<file path="config.mk">
export PLATFORM = sky130hd
export DESIGN_NAME = rdc_device_flat
export DESIGN_NICKNAME = d
export VERILOG_FILES = /design/src/rdc_pkg.sv /design/src/rdc_if.sv /design/src/rdc_device.sv /design/src/rdc_sync3.sv /design/src/flat_wrapper.sv
export SDC_FILE = /design/constraint.sdc
export NUM_CORES = 1
export LEC_CHECK = 0
export BUFFER_PORTS_ARGS = -buffer_cell sky130_fd_sc_hd__buf_4
export CAP_MARGIN = 30
export CORE_MARGIN = 4
export CORE_UTILIZATION = 55
export DETAILED_ROUTE_END_ITERATION = 6
export HOLD_SLACK_MARGIN = 0.1
export PLACE_DENSITY = 0.82
export SLEW_MARGIN = 10
export SYNTH_ARGS = -nofsm -noshare
export SYNTH_HDL_FRONTEND = slang
export SYNTH_SLANG_ARGS = --single-unit
</file>
<file path="constraint.sdc">
create_clock -name clk_i -period 5.05 [get_ports clk_i]
set_clock_uncertainty 0.15 [all_clocks]
set_input_delay 0.505 -clock clk_i [delete_from_list [all_inputs] [get_ports clk_i]]
set_output_delay 0.505 -clock clk_i [all_outputs]
set_load 0.02 [all_outputs]
</file>
<file path="src/rdc_pkg.sv">
// Package of constants shared by the regulator control ends
package rdc_pkg;
  localparam logic [7:0] RDC_CTRL_ADDR = 8'hC9;
  localparam logic [7:0] RDC_IRQ_EN_ADDR = 8'hE7;
  localparam logic [7:0] RDC_IRQ_PRI_ADDR = 8'hF7;
  localparam logic [7:0] RDC_HOST_CMD_ADDR = 8'h00;
  localparam logic [7:0] RDC_HOST_STAT_ADDR = 8'h04;
  localparam int RDC_OFF_BIT = 7;
  localparam int RDC_RSVD_BIT = 6;
  localparam int RDC_LEVEL_BIT = 4;
  localparam int RDC_DROP_BIT = 0;
  localparam int RDC_IRQ_EN_BIT = 0;
  localparam int RDC_IRQ_PRI_BIT = 0;
  localparam logic [7:0] RDC_CTRL_RESET = 8'h50;
  localparam logic [7:0] RDC_CTRL_WMASK = 8'hD0;
  localparam logic [7:0] RDC_RSVD_MASK = 8'h40;
  localparam int RDC_CAL_NS = 1000;
  localparam int RDC_CLK_NS = 25;
  localparam int RDC_CAL_CYC = (RDC_CAL_NS + RDC_CLK_NS - 1) / RDC_CLK_NS;
  localparam int RDC_SETTLE_NS = 10000;
  localparam int RDC_SETTLE_CYC = (RDC_SETTLE_NS + RDC_CLK_NS - 1) / RDC_CLK_NS;
  localparam int RDC_CNT_W = 12;
endpackage

</file>
<file path="src/rdc_if.sv">
// Interface joining the regulator logic and its firmware-side controller
`timescale 1ns/100ps
`default_nettype none
interface rdc_if;
  logic [7:0] addr;
  logic [7:0] wdata;
  logic wr;
  logic [7:0] rdata;
  logic irq;
  logic irq_pri;
  logic in_reset;
  modport dev (input addr, input wdata, input wr, output rdata, output irq, output irq_pri,
    output in_reset);
  modport ctl (output addr, output wdata, output wr, input rdata, input irq, input irq_pri,
    input in_reset);
endinterface
`default_nettype wire

</file>
<file path="src/rdc_device.sv">
// Regulator control device end: control register, dropout interrupt, reset sequencing
// Functional notes
// - Regulator enabled after every reset
// - Two output levels via one select
// - Interrupt on dropout when enabled
// - No pending flag; live gated request
// - Firmware waits for stable input first
// - Priority bit provided; firmware sets it
// - Service routine disables interrupt, safe state
// - Dropout bit clears in hardware; poll
// - Calibrate output after every reset
// - High threshold non-POR reset may hang
// - POR restores low threshold, resumes
// - Firmware keeps monitor at low threshold; rdc_ctrl never drives mon_high_i, which comes from outside
// - Bit 7 disable, resets 0
// - Bit 4 level select, resets 1
// - Bit 0 read-only dropout status
// - Bit 6 reads 1; unused read 0
`timescale 1ns/100ps
`default_nettype none
module rdc_device
  import rdc_pkg::*;
(
  input wire logic clk_i, // System clock 40 MHz
  input wire logic rst_i, // Any reset, async active high
  input wire logic por_i, // Reset cause is power-on, valid during rst_i
  input wire logic dropout_cmp_i, // Analog dropout comparator, asynchronous
  input wire logic cal_low_i, // Uncalibrated output below high threshold
  input wire logic mon_high_i, // Supply monitor high threshold request
  output logic reg_off_o, // Regulator disabled
  output logic level_high_o, // Higher output level selected
  output logic cal_run_o, // Calibration in progress
  output logic mon_high_o, // Supply monitor at high threshold
  rdc_if.dev bus // Register port toward the core
);
  //////////////////////////////////////////////////////////////////////////////
  typedef enum logic [2:0]
  {
    RDC_ST_CAL = 3'b001,
    RDC_ST_HOLD = 3'b010,
    RDC_ST_RUN = 3'b100
  } rdc_state_t;

  rdc_state_t state_reg;
  rdc_state_t state_next;
  logic [RDC_CNT_W-1:0] cnt_reg;
  logic [7:0] ctrl_reg;
  logic irq_en_reg;
  logic irq_pri_reg;
  logic por_seen_reg;
  logic mon_high_reg;
  logic drop_sync;
  logic cal_low_sync;
  logic irq_reg;
  logic [7:0] rdata_reg;

  rdc_sync3 u_drop_sync
  (
    .clk_i (clk_i),
    .rst_i (rst_i),
    .d_i (dropout_cmp_i),
    .q_o (drop_sync)
  );

  // The calibration result comes from analog, so it is filtered like the comparator
  rdc_sync3 u_cal_sync
  (
    .clk_i (clk_i),
    .rst_i (rst_i),
    .d_i (cal_low_i),
    .q_o (cal_low_sync)
  );

  //////////////////////////////////////////////////////////////////////////////
  wire cal_done = (cnt_reg == RDC_CNT_W'(RDC_CAL_CYC - 1));
  // Uncalibrated output under a high monitor threshold keeps the part held
  wire hold_hit = mon_high_reg & cal_low_sync & ~por_seen_reg;
  wire running = (state_reg == RDC_ST_RUN);
  wire wr_ctrl = bus.wr & running & (bus.addr == RDC_CTRL_ADDR);
  wire wr_en = bus.wr & running & (bus.addr == RDC_IRQ_EN_ADDR);
  wire wr_pri = bus.wr & running & (bus.addr == RDC_IRQ_PRI_ADDR);
  wire [7:0] ctrl_view = (ctrl_reg & RDC_CTRL_WMASK) | RDC_RSVD_MASK
    | {7'h00, drop_sync};
  wire [7:0] rd_mux = (bus.addr == RDC_CTRL_ADDR) ? ctrl_view
    : (bus.addr == RDC_IRQ_EN_ADDR) ? {7'h00, irq_en_reg}
    : (bus.addr == RDC_IRQ_PRI_ADDR) ? {7'h00, irq_pri_reg} : 8'h00;

  always_comb
  begin
    state_next = state_reg;
    case (state_reg)
      RDC_ST_CAL:
        if (cal_done)
          state_next = hold_hit ? RDC_ST_HOLD : RDC_ST_RUN;
      RDC_ST_HOLD:
        state_next = RDC_ST_HOLD;
      RDC_ST_RUN:
        state_next = RDC_ST_RUN;
      default:
        state_next = RDC_ST_CAL;
    endcase
  end

  //////////////////////////////////////////////////////////////////////////////
  // Next values as named wires keep each register block short
  wire [RDC_CNT_W-1:0] cnt_next = cal_done ? cnt_reg : cnt_reg + 1'b1;
  wire [7:0] ctrl_next = wr_ctrl ? (bus.wdata & RDC_CTRL_WMASK) : ctrl_reg;
  wire irq_en_next = wr_en ? bus.wdata[RDC_IRQ_EN_BIT] : irq_en_reg;
  wire irq_pri_next = wr_pri ? bus.wdata[RDC_IRQ_PRI_BIT] : irq_pri_reg;
  // Live request: drops with the condition, nothing is latched
  wire irq_next = irq_en_reg & drop_sync & running;

  //////////////////////////////////////////////////////////////////////////////
  // Calibration restarts from zero on every reset, whatever its cause
  always_ff @(posedge clk_i or posedge rst_i)
  begin
    if (rst_i)
    begin
      state_reg <= RDC_ST_CAL;
      cnt_reg <= '0;
    end
    else
    begin
      state_reg <= state_next;
      cnt_reg <= cnt_next;
    end
  end

  // Writes are refused until calibration ends in run, so firmware starts from reset values
  always_ff @(posedge clk_i or posedge rst_i)
  begin
    if (rst_i)
      ctrl_reg <= RDC_CTRL_RESET;
    else
      ctrl_reg <= ctrl_next;
  end

  always_ff @(posedge clk_i or posedge rst_i)
  begin
    if (rst_i)
    begin
      irq_en_reg <= 1'b0;
      irq_pri_reg <= 1'b0;
    end
    else
    begin
      irq_en_reg <= irq_en_next;
      irq_pri_reg <= irq_pri_next;
    end
  end

  always_ff @(posedge clk_i or posedge rst_i)
  begin
    if (rst_i)
      irq_reg <= 1'b0;
    else
      irq_reg <= irq_next;
  end

  // Read data lags the address by one cycle; the controller allows for it
  always_ff @(posedge clk_i or posedge rst_i)
  begin
    if (rst_i)
      rdata_reg <= 8'h00;
    else
      rdata_reg <= rd_mux;
  end

  // Reset cause is reloaded at every reset; monitor threshold survives all resets except power-on
  always_ff @(posedge clk_i)
  begin
    if (rst_i)
    begin
      por_seen_reg <= por_i;
      if (por_i)
        mon_high_reg <= 1'b0;
    end
    else
    begin
      // Cause stays known until calibration has chosen hold or run
      if (running)
        por_seen_reg <= 1'b0;
      if (running)
        mon_high_reg <= mon_high_i;
    end
  end

  //////////////////////////////////////////////////////////////////////////////
  always_ff @(posedge clk_i or posedge rst_i)
  begin
    if (rst_i)
    begin
      reg_off_o <= 1'b0;
      level_high_o <= 1'b1;
      cal_run_o <= 1'b1;
      mon_high_o <= 1'b0;
    end
    else
    begin
      reg_off_o <= ctrl_reg[RDC_OFF_BIT];
      level_high_o <= ctrl_reg[RDC_LEVEL_BIT];
      cal_run_o <= (state_next == RDC_ST_CAL);
      mon_high_o <= mon_high_reg;
    end
  end

  assign bus.rdata = rdata_reg;
  assign bus.irq = irq_reg;
  assign bus.irq_pri = irq_pri_reg;
  assign bus.in_reset = ~running;
endmodule // rdc_device
`default_nettype wire

</file>
<file path="src/rdc_sync3.sv">
// Three-stage input synchroniser with agreement filter
`timescale 1ns/100ps
`default_nettype none
module rdc_sync3
(
  input wire logic clk_i, // Clock
  input wire logic rst_i, // Async reset
  input wire logic d_i, // Raw asynchronous input
  output logic q_o // Filtered level
);
  logic s1_reg;
  logic s2_reg;
  logic s3_reg;
  always_ff @(posedge clk_i or posedge rst_i)
  begin
    if (rst_i)
    begin
      s1_reg <= 1'b0;
      s2_reg <= 1'b0;
      s3_reg <= 1'b0;
      q_o <= 1'b0;
    end
    else
    begin
      s1_reg <= d_i;
      s2_reg <= s1_reg;
      s3_reg <= s2_reg;
      // Only accept a change once two settled stages agree
      if (s2_reg == s3_reg)
        q_o <= s3_reg;
    end
  end
endmodule // rdc_sync3
`default_nettype wire

</file>
<file path="src/flat_wrapper.sv">
// flat-port wrapper written by rule: the top's interface ports become plain ports
module rdc_device_flat import rdc_pkg::*;
  (clk_i, rst_i, por_i, dropout_cmp_i, cal_low_i, mon_high_i, reg_off_o, level_high_o, cal_run_o, mon_high_o, bus_addr, bus_wdata, bus_wr, bus_rdata, bus_irq, bus_irq_pri, bus_in_reset);
  rdc_if bus_i ();
  input wire logic clk_i;
  input wire logic rst_i;
  input wire logic por_i;
  input wire logic dropout_cmp_i;
  input wire logic cal_low_i;
  input wire logic mon_high_i;
  output logic reg_off_o;
  output logic level_high_o;
  output logic cal_run_o;
  output logic mon_high_o;
  input wire logic [$bits(bus_i.addr)-1:0] bus_addr;
  input wire logic [$bits(bus_i.wdata)-1:0] bus_wdata;
  input wire logic [$bits(bus_i.wr)-1:0] bus_wr;
  output wire logic [$bits(bus_i.rdata)-1:0] bus_rdata;
  output wire logic [$bits(bus_i.irq)-1:0] bus_irq;
  output wire logic [$bits(bus_i.irq_pri)-1:0] bus_irq_pri;
  output wire logic [$bits(bus_i.in_reset)-1:0] bus_in_reset;
  assign bus_i.addr = bus_addr;
  assign bus_i.wdata = bus_wdata;
  assign bus_i.wr = bus_wr;
  assign bus_rdata = bus_i.rdata;
  assign bus_irq = bus_i.irq;
  assign bus_irq_pri = bus_i.irq_pri;
  assign bus_in_reset = bus_i.in_reset;
  rdc_device u_core (.clk_i(clk_i), .rst_i(rst_i), .por_i(por_i), .dropout_cmp_i(dropout_cmp_i), .cal_low_i(cal_low_i), .mon_high_i(mon_high_i), .reg_off_o(reg_off_o), .level_high_o(level_high_o), .cal_run_o(cal_run_o), .mon_high_o(mon_high_o), .bus(bus_i));
endmodule
</file>
==> impl_metrics.toml <==
[run_status]
status = "complete, no violations"

[sta]
rsz0062_at_grt = "false"
max_freq_mhz = 499
finalHoldViolCount = 0
fin_crit_sh_pct = 39.7
fin_crit_ps = 2000
fin_setup_tns_ps = 0
slew_viol_final = 0
layout_setup_ws_ps = 3050
setup_viol_count_final = 0

[route]
antenna_left = 0
avgRoutedWirePerCell_um = 13.4
drt_wl_total_um = 2490
drtIter0Drc = 39
drt-pass1-iter-count = 4
via_per_inst = 5.41
vias = 1007
drc = 0

[worst_setup_path]
required_ps = 4390
worstPathArrival_ps = 1350
crit_type = "flip-flop to primary output"
r2r_start = "u_core.state_reg[1]"
rr_endpoint = "u_core.bus.irq_pri"
r2r_cells = 3
ff2ff_setup_slack_ps = 3350
startpoint_type = "flip-flop"
cp_max_fo = 7
worstSetupEndpointType = "primary output"

[clock_network]
cts_tree = "built"
clockRootBuffer = "clkbuf_4"
h-tree-depth = 2
path_clk_slew_ps = 110
clk_latency_ps = 340
clock-sinks = 38
cts_buffers = 5
cts_setup_buffers = 0
cts.path.max_buffers = 2

[run]
drv_cap = 0

[place]
place_inst = 176
io_buffers = 28
gp_congestion = 0.789
placedInstanceArea_sq_mm = 0.00178
hpwl_um = 1770
post-place-ws_ps = 3050

[finish]
final_area_sq_mm = 0.00185
nNetsFinal = 179
fin_cells = 186
utilization_pct = 72.0
diodes = 0
area.growth.synth_to_final_pct = 20.2
mostFrequentLayoutCell = "dfrtp_1"
largest_reg_flops = 12
layout_common_cells = "dfrtp_1, buf_4, nor2_1, nand2_1, xnor2_1"
final_layout_size_suffix_gt1_share_pct = 28.8
fillers = 190

[synthesis]
synthArstFlopShare_pct = 94.7
yosysWarnings = 0
ys_seq_elements = 38
synth_cell_type_count = 36
synthCells = 118
avgSynthCellArea_sq_um = 13.0
syn-cell-area_sq_mm = 0.00154
synth_edf_count = 2
ys_seq_area_share_pct = 62.8
yosys_most_used_dff = "dfrtp_1"

[floorplanning]
die_h_um = 60.9
initial_core_util_pct = 59.9
fp.dieW_um = 60.9
io_pins = 38
rows = 18
die-area_sq_mm = 0.00371
core_area_sq_mm = 0.00257

[power]
vdd_drop_max_mv = 0.288
p_per_area_mw_per_mm2 = 325
p_leak_uw = 0.000878

[grt]
grt-ovfl-total = 0
antenna_found_initial = 0
grt_pass1_wl_um = 3980
first_global_vias = 978
grtUsageTotal_pct = 15.2
grt_max_degree = 38

[hold_path]
hold_class = "primary input to asynchronous set/reset pin"
-- worst max-delay path: stages (launching register included) --
cell and delay, ps:
dfstp_2 570, nor2_1 50, nand2_1 200, buf_4 190
-- logic make-up (layout without fill, tap and decap cells) --
group,count (synthesis),after routing,share of synthesized area [%]
AND/OR/NAND/NOR,46,46,17.8
flip-flops,38,38,62.8
XOR/XNOR,9,9,5.12
AO/OA/AOI/OAI,8,8,4.96
buffers and inverters,7,42,2.68
multiplexers,6,6,4.31
adder cells (fa/ha/maj),3,3,2.11
other,1,4,0.244
-- worst max path at each step --
stage	startpoint	to	slack, ps	cells after the start
after floorplan	bus_addr[2]	u_core.ctrl_reg[7]	3210	3
after global placement	bus_addr[2]	u_core.ctrl_reg[7]	3050	4
after detailed placement	bus_addr[2]	u_core.ctrl_reg[7]	3050	4
after CTS	u_core.state_reg[0]	bus_in_reset	3040	3
after global routing	u_core.state_reg[0]	bus_in_reset	2960	3
final	u_core.state_reg[0]	bus_in_reset	3050	3
-- through the flow --
step,power (uW),hold WS (ps)
after CTS,604,101
final,600,118
after global routing,632,127
after detailed placement,455,193
after floorplan,419,181
after global placement,450,181
-- metal layers --
| metal | vias to the layer above | GRT usage, % | share of wire (%) |
|---|---|---|---|
| met2 | 41 | 25.5 | 49 |
| li1 | 481 | - | - |
| met1 | 481 | 15.6 | 41 |
| met3 | 4 | 7.02 | 9.5 |
| met4 | 0 | 8.67 | 1.4 |
| met5 | - | 0 | 0 |
-- cells in the mapped netlist (all sizes together) (2+ instances only) --
cell type / count / share of area, %
dfrtp: 32 / 52
nor2: 11 / 2.7
nand2: 9 / 2.2
xnor2: 7 / 4.0
and2: 5 / 2.0
mux2: 5 / 3.7
buf: 4 / 2.0
dfstp: 4 / 6.8
nand3: 4 / 1.3
inv: 3 / 0.73
nand4: 3 / 1.6
nor4: 3 / 1.2
and4: 2 / 1.1
edfxtp: 2 / 3.9
maj3: 2 / 1.3
nand4b: 2 / 1.1
o211a: 2 / 1.3
xor2: 2 / 1.1
-- cell type report --
type                            count  area, sq um  area share, %
Clock buffer                        5         37.5           2.03
Sequential cell                    38          966           52.2
Timing Repair Buffer               31          238           12.9
Tap cell                           30         37.5           2.03
Inverter                            3         11.3          0.609
Multi-Input combinational cell     76          543           29.4
Clock inverter                      3         16.3          0.880
-- repair_timing --
action / CTS / global route
endpoints found under the setup margin: 0 / 0
endpoints found under the hold margin: 0 / 2
gates resized for setup: 0 / 0
hold buffers: 0 / 2
-- power breakdown --
part | leakage (uW) | internal [uW] | switching [uW]
clock network | 0.0000286 | 51.8 | 99.3
registers | 0.000466 | 336 | 14.7
logic | 0.000384 | 44.2 | 54.4
Power figures use the tool's default switching activity.
